$ cat config.mk
export PLATFORM = sky130hd
export DESIGN_NAME = rtc_divider_chain_timer
export DESIGN_NICKNAME = d
export VERILOG_FILES = /design/src/rtc_pkg.sv /design/src/rtc_divider_chain_timer.sv
export SDC_FILE = /design/constraint.sdc
export NUM_CORES = 1
export LEC_CHECK = 0
export BUFFER_PORTS_ARGS = -buffer_cell sky130_fd_sc_hd__buf_4
export CORE_ASPECT_RATIO = 0.5
export CORE_UTILIZATION = 35
export CTS_BUF_LIST = sky130_fd_sc_hd__clkbuf_4 sky130_fd_sc_hd__clkbuf_8 sky130_fd_sc_hd__clkbuf_16
export CTS_CLUSTER_DIAMETER = 60
export DETAILED_ROUTE_END_ITERATION = 10
export PLACE_DENSITY = 0.71
export SLEW_MARGIN = 30
export SYNTH_ARGS = -nofsm -noshare
export SYNTH_HDL_FRONTEND = slang
export SYNTH_SLANG_ARGS = --single-unit
$ cat constraint.sdc
create_clock -name sys_clk -period 2.1 [get_ports sys_clk]
set_input_delay 0.105 -clock sys_clk [delete_from_list [all_inputs] [get_ports sys_clk]]
set_output_delay 0.105 -clock sys_clk [all_outputs]
set_load 0.01 [all_outputs]
$ cat src/rtc_pkg.sv
package rtc_pkg;

  // Chain geometry
  localparam int PRE_W   = 16;
  localparam int S0_W    = 10;
  localparam int S1_W    = 6;
  localparam int S2_W    = 6;
  localparam int S3_W    = 10;
  localparam int NUM_STG = 5;
  localparam int SRC_N   = 4;

  // Terminal counts of the fixed dividers and the stages
  localparam logic [4:0]  DIV32_LAST = 5'h1f;
  localparam logic [2:0]  DIV8_LAST  = 3'h7;
  localparam logic [15:0] PRE_LAST   = 16'hffff;
  localparam logic [15:0] S0_LAST    = 16'h03ff;
  localparam logic [15:0] S1_LAST    = 16'h003f;
  localparam logic [15:0] S2_LAST    = 16'h003f;
  localparam logic [15:0] S3_LAST    = 16'h03ff;

  // Interrupt flag positions
  localparam int FLG_PRE = 0;
  localparam int FLG_S0  = 1;
  localparam int FLG_S1  = 2;
  localparam int FLG_S2  = 3;
  localparam int FLG_S3  = 4;

  // Clock source choices
  typedef enum logic [1:0] {
    SRC_INT0 = 2'b00,
    SRC_INT1 = 2'b01,
    SRC_EXT0 = 2'b10,
    SRC_EXT1 = 2'b11
  } rtc_src_t;

  // Whole 48-bit chain, prescaler on top, lowest time stage at the bottom
  typedef struct packed {
    logic [PRE_W-1:0] prescale;
    logic [S3_W-1:0]  s3;
    logic [S2_W-1:0]  s2;
    logic [S1_W-1:0]  s1;
    logic [S0_W-1:0]  s0;
  } rtc_count_t;

  typedef struct packed {
    logic               src_prev;
    logic [4:0]         div32;
    logic [2:0]         div8;
    rtc_count_t         cnt;
    logic [NUM_STG-1:0] flags;
    logic               irq;
  } rtc_state_t;

  localparam rtc_state_t STATE_RESET = '0;

endpackage : rtc_pkg

$ cat src/rtc_divider_chain_timer.sv
// Summary of operation
// Chain is clocked by edges of a configurable internal or external source.
// Divide-by-32 and divide-by-8 prescalers, each switched in or bypassed.
// A 16-bit prescale timer follows, reloading its start value on wrap.
// 32-bit count of 10, 6, 6, 10 bit stages, read as two words.
// Every stage, prescale timer included, counts upward only.
// Each stage raises its own request flag to signal ticks and alarms.
// Stage requests merge into one shared request line.
// Only the power reset initialises the clock's registers.
// Prescale timer and time count together form one 48-bit counter.
// Stage overflow advances the next stage and reloads its own value.
// Request set on overflow, gated by a per-stage enable before merging.
module rtc_divider_chain_timer
  import rtc_pkg::*;
(
  // Clock and power reset
  input  wire logic               sys_clk,
  input  wire logic               rst_n,
  // Clock source
  input  wire logic [SRC_N-1:0]   src_clk,
  input  wire rtc_src_t           src_sel,
  input  wire logic               run_en,
  // Prescaler selection
  input  wire logic               div32_en,
  input  wire logic               div8_en,
  // Reload values and direct load
  input  wire rtc_count_t         reload,
  input  wire logic               count_load,
  input  wire rtc_count_t         count_load_value,
  // Requests
  input  wire logic [NUM_STG-1:0] irq_en,
  input  wire logic [NUM_STG-1:0] irq_clear,
  output logic [NUM_STG-1:0]      irq_flags,
  output logic                    irq_req,
  // Count readout
  output logic [PRE_W-1:0]        prescale_timer,
  output logic [15:0]             count_high_word,
  output logic [15:0]             count_low_word,
  output logic [47:0]             long_count
);

  rtc_state_t st;
  rtc_state_t next_st;

  // One up-counting stage: returns {overflow, next value}
  function automatic logic [16:0] stage_step(
    input logic [15:0] cnt,
    input logic [15:0] last,
    input logic [15:0] rld,
    input logic        tick
  );
    logic [16:0] res;
    res = {1'b0, cnt};
    if (tick) begin
      if (cnt == last) begin
        res = {1'b1, rld};
      end else begin
        res = {1'b0, cnt + 16'h0001};
      end
    end
    return res;
  endfunction : stage_step

  // One fixed divider: returns {tick out, next count}
  function automatic logic [8:0] div_step(
    input logic [7:0] cnt,
    input logic [7:0] last,
    input logic       enable,
    input logic       tick
  );
    logic [8:0] res;
    res = {1'b0, cnt};
    if (!enable) begin
      // Bypassed: the tick passes straight on, the counter rests at zero
      res = {tick, 8'h00};
    end else if (tick) begin
      if (cnt == last) begin
        res = {1'b1, 8'h00};
      end else begin
        res = {1'b0, cnt + 8'h01};
      end
    end
    return res;
  endfunction : div_step

  // Sticky flags; set wins over clear so a tick meeting a clear is kept
  function automatic logic [NUM_STG-1:0] flag_step(
    input logic [NUM_STG-1:0] flags,
    input logic [NUM_STG-1:0] clr,
    input logic [NUM_STG-1:0] set
  );
    return (flags & ~clr) | set;
  endfunction : flag_step

  // Only enabled flags reach the shared request line
  function automatic logic merge_req(
    input logic [NUM_STG-1:0] flags,
    input logic [NUM_STG-1:0] en
  );
    return |(flags & en);
  endfunction : merge_req

  logic               src_level;
  logic               src_edge;
  logic [8:0]         r_div32;
  logic [8:0]         r_div8;
  logic               tick_div32;
  logic               tick_div8;
  logic               tick_s0;
  logic               tick_s1;
  logic               tick_s2;
  logic               tick_s3;
  logic [16:0]        r_pre;
  logic [16:0]        r_s0;
  logic [16:0]        r_s1;
  logic [16:0]        r_s2;
  logic [16:0]        r_s3;
  logic [NUM_STG-1:0] ovf;
  logic [NUM_STG-1:0] flags_new;

  always_comb begin
    next_st = st;

    // Sources are taken as synchronous; a rising edge is one count event
    src_level        = src_clk[src_sel];
    next_st.src_prev = src_level;
    // Level is tracked while stopped, so a restart adds no false edge
    src_edge         = src_level & ~st.src_prev & run_en;

    // Divide by 32, fed by source edges
    r_div32       = div_step({3'h0, st.div32},
                             {3'h0, DIV32_LAST},
                             div32_en,
                             src_edge);
    tick_div32    = r_div32[8];
    next_st.div32 = r_div32[4:0];

    // Divide by 8, fed by the first divider
    r_div8        = div_step({5'h00, st.div8},
                             {5'h00, DIV8_LAST},
                             div8_en,
                             tick_div32);
    tick_div8     = r_div8[8];
    next_st.div8  = r_div8[2:0];

    // Prescale timer heads the counting chain
    r_pre = stage_step(st.cnt.prescale,
                       PRE_LAST,
                       reload.prescale,
                       tick_div8);
    tick_s0 = r_pre[16];

    // Full ripple in one cycle; long carry path traded for simple timing
    r_s0  = stage_step({6'h00, st.cnt.s0},
                       S0_LAST,
                       {6'h00, reload.s0},
                       tick_s0);
    tick_s1 = r_s0[16];
    r_s1  = stage_step({10'h000, st.cnt.s1},
                       S1_LAST,
                       {10'h000, reload.s1},
                       tick_s1);
    tick_s2 = r_s1[16];
    r_s2  = stage_step({10'h000, st.cnt.s2},
                       S2_LAST,
                       {10'h000, reload.s2},
                       tick_s2);
    tick_s3 = r_s2[16];
    r_s3  = stage_step({6'h00, st.cnt.s3},
                       S3_LAST,
                       {6'h00, reload.s3},
                       tick_s3);

    // Top stage overflow only raises its flag; the top stage reloads its own value

    ovf = '0;
    if (count_load) begin
      // A direct load wins over counting; that cycle's tick is dropped
      next_st.cnt = count_load_value;
    end else begin
      next_st.cnt.prescale = r_pre[PRE_W-1:0];
      next_st.cnt.s0       = r_s0[S0_W-1:0];
      next_st.cnt.s1       = r_s1[S1_W-1:0];
      next_st.cnt.s2       = r_s2[S2_W-1:0];
      next_st.cnt.s3       = r_s3[S3_W-1:0];
      ovf[FLG_PRE] = r_pre[16];
      ovf[FLG_S0]  = r_s0[16];
      ovf[FLG_S1]  = r_s1[16];
      ovf[FLG_S2]  = r_s2[16];
      ovf[FLG_S3]  = r_s3[16];
    end

    // Request follows the new flags, so it rises in the overflow cycle
    flags_new     = flag_step(st.flags, irq_clear, ovf);
    next_st.flags = flags_new;
    next_st.irq   = merge_req(flags_new, irq_en);
  end

  // rst_n is the power reset; other system resets must not reach it
  always_ff @(posedge sys_clk or negedge rst_n) begin
    if (!rst_n) begin
      st <= STATE_RESET;
    end else begin
      st <= next_st;
    end
  end

  assign irq_flags       = st.flags;
  assign irq_req         = st.irq;
  assign prescale_timer  = st.cnt.prescale;
  assign count_high_word = {st.cnt.s3, st.cnt.s2};
  assign count_low_word  = {st.cnt.s1, st.cnt.s0};
  assign long_count      = st.cnt;

endmodule : rtc_divider_chain_timer

==> results.md <==
* TritonCTS clock tree: yes
* Final HPWL DP at about 12000 microns
* P&R area growth vs syn at 53.1%
* NumNets Final at 958
* Area contributors post-synth: dfrtp_1, buf_4, nand2_1, mux2i_1, o21ai_1
* Most common flop cell mapped by yosys: dfrtp_1
* Syn Std Cell Area at 4940 sq um
* Die H at 86.0 microns
* Initial antenna violation count at 0
* Total grt overflow at 0
* CP max FO at 6
* Leak at 3.57 nW
* Die W at 170 microns
* Fraction of the cycle the final worst path needs at 101%
* Syn Inst Count at 597
* Post-Route WL at 16200 microns
* Syn_area_per_cell at about 8.3 sq um
* P_int at 2.80 mW
* Number of synthesis warnings at 0
* Max-Cap Viols at 0
* DRC viols at 0
* Critical setup path kind: reg -> reg
* Rel. slew slack at 44.0%
* Crit end category: register
* Fmax at 0.471 GHz
* N_diodes at 0
* Global-route wire length before repair at 25000 microns
* Clock Tree Buf Depth at 2
* Initial core utilization at 36.2%
* PnR worst setup slack at -0.0245 ns
* PortBufs at 219
* Slew Limit Fails at 0
* Switching share of power at 29.5%
* Post-synthesis sequential area ratio at 31.9%
* Layout cell share with drive strength beyond 1 at 44.6%
* Worst Path Arrival at 2.33 ns
* IR drop worst, VDD at between 0.4 and 0.5 mV
* DR WL/cell at 15.8 microns
* Logic pwr share at between 20% and 30%
* CTS Buf Count at 9
* FFs w/ async S/R, synth at 100%
* Status: finished, violations left
* Clock skew at roughly 0.0057 ns
* Number of global-route vias before repair at 4953
* Commonest cells after routing, fill and taps aside: buf_4, nand2_1, dfrtp_1, dlygate4sd3_1
* Reg power frac at roughly a third
* Via count at 5155
* Synth area leader: dfrtp_1
* Slack of the worst reg-to-reg path at -0.02 ns
* Cell row count at 30
* RSZ-0062 raised after global routing: true
* Finish-stage setup viols at 5
* Min-delay worst type: in -> reg
* DP Area at between 6000 and 7000 sq um
* Gpl congestion at roughly 0.84
* Area occupied by multi-input gates at 2670 sq um
* Switch Pwr at about 1.2 mW
* Avg Vias per Cell at roughly 5.0
* Cell area after layout at about 7600 sq um
* Filler cells at between 1000 and 1500
* Yosys cell types at 58
* Commonest non-fill, non-tap cell in the layout: buf_4
* Worst-margin pin slew at ~0.84 ns
* H-tree depth at 3
* DRT iter0 DRCs at 348
* CP Launch Type: register
* Crit path required time at between 2 and 2.5 ns
* Sink Count at 63
* Worst-Skew Late Latency at 0.33 ns
* CORE AREA at 13700 sq um
* Top cell type's share of synthesized area at 31.9%
* Clock-pin slew on the worst setup and hold paths at 0.06 ns
* Root buffer cell: clkbuf_16
* Total track usage at between 20 and 25%
* Number of synthesized flops with an enable pin at 0
* Clock group share of total power at 35.6%
* Final setup TNS at -0.0466 ns
* Failing checks: negative setup slack
* PwrDens at 525 nW/um^2
* DRT Pass-1 Iters at 4
* Ports at 220
* Largest net degree at the start of global routing at 97
* Final Power at 3.97 mW
* Syn_nets at 724
* Minimum clock period at 2.12 ns
* Post-DRT Antenna Nets at 0
* #FFs+latches synth at 63
* Die area at 14600 sq um
* Fin. Hold Viols at 0
* Storage cell area at 1580 sq um
[metrics by stage]
step | instances | hold WS (ns) | utilization [%] | setup WS (ns)
floorplan | 597 | -0.191 | - | -0.0263
global placement | 965 | 0.263 | 48.5 | -0.119
detailed placement | 965 | 0.267 | 48.5 | -0.181
CTS | 1023 | 0.00167 | 53.9 | -0.111
global route | 1028 | 0.0117 | 55.4 | -0.134
finish | 1028 | 0.00605 | 55.4 | -0.0245
[critical path, stage by stage (launching register included)]
cell and delay, ns:
dfrtp_1 0.36, ha_2 0.19, and3_4 0.18, ha_4 0.14, nor2b_4 0.05, a211oi_4 0.18
nand4_1 0.14, buf_6 0.17, nor3_4 0.13, buf_6 0.16, mux2i_2 0.21, o21ai_1 0.07
[sequential cells by signal, indices dropped and copies added, names as in the netlist]
name / flops
count_high_word: 16
count_low_word: 16
prescale_timer: 16
st: 9
irq_flags: 5
irq_req: 1
[logic make-up (layout without fill, tap and decap cells)]
| logic type | Yosys count | count (layout) | share of synthesized area, % |
|---|---|---|---|
| DFF | 63 | 63 | 31.9 |
| muxes | 25 | 25 | 5.16 |
| adders and majority gates | 9 | 9 | 2.28 |
| xor gates and xnor gates | 15 | 15 | 2.66 |
| and+or+nand+nor | 207 | 207 | 21.2 |
| AOI/OAI and AO/OA | 144 | 144 | 18.6 |
| buffers and inverters | 134 | 373 | 18.2 |
[area by class of cell]
| type | instances | area share (%) |
|---|---|---|
| Timing Repair Buffer | 345 | 36.5 |
| Clock inverter | 4 | 0.264 |
| Inverter | 12 | 0.595 |
| Clock buffer | 12 | 3.44 |
| Tap cell | 192 | 3.17 |
| Sequential cell | 63 | 20.8 |
| Multi-Input combinational cell | 400 | 35.3 |
[final timing paths]
kind                                       from                        endpoint  cells past startpoint
max                          st[57]$_DFFE_PN0P_  count_high_word[0]$_DFFE_PN0P_                     11
min                        count_load_value[13]  count_low_word[13]$_DFFE_PN0P_                      3
max reg2reg                  st[57]$_DFFE_PN0P_  count_high_word[0]$_DFFE_PN0P_                     11
min reg2reg                  st[56]$_DFFE_PN0P_              st[56]$_DFFE_PN0P_                      2
max in group asynchronous                 rst_n   prescale_timer[5]$_DFFE_PN0P_                      2
min in group asynchronous                 rst_n  count_high_word[2]$_DFFE_PN0P_                      2
[power by group through the flow]
stage,registers [mW],clock network (mW),logic [mW]
after floorplan,1.44,0,0.603
after global routing,1.41,1.49,1.27
final,1.39,1.41,1.17
after CTS,1.39,1.44,1.14
after global placement,1.41,0,1.05
after detailed placement,1.41,0,1.07
[synthesized netlist by cell type, types with 9 or more instances]
master,count
a31oi_1,9
nor2_1,33
mux2i_1,21
buf_4,104
ha_1,9
a21oi_1,21
a22oi_1,13
o21ai_0,20
inv_1,11
clkbuf_1,17
nand3_1,26
o21ai_1,32
dfrtp_1,63
xor2_1,9
nand2_1,89
[metal layers]
metal | GRT usage (%) | up-vias | part of all wire (%)
met5 | 0 | - | 0
met4 | 5.57 | 0 | 1.3
met3 | 4.06 | 22 | 4.6
met2 | 39.0 | 159 | 52
met1 | 26.6 | 2481 | 43
li1 | - | 2493 | -
[repair_timing]
item	4_1_cts	5_1_grt
setup buffers	4	4
gates resized for setup	13	31
hold buffers	37	0
pin swaps	8	26
setup endpoints to repair	37	46
endpoints found under the hold margin	99	0
gates cloned	1	2
Power figures use the tool's default switching activity.
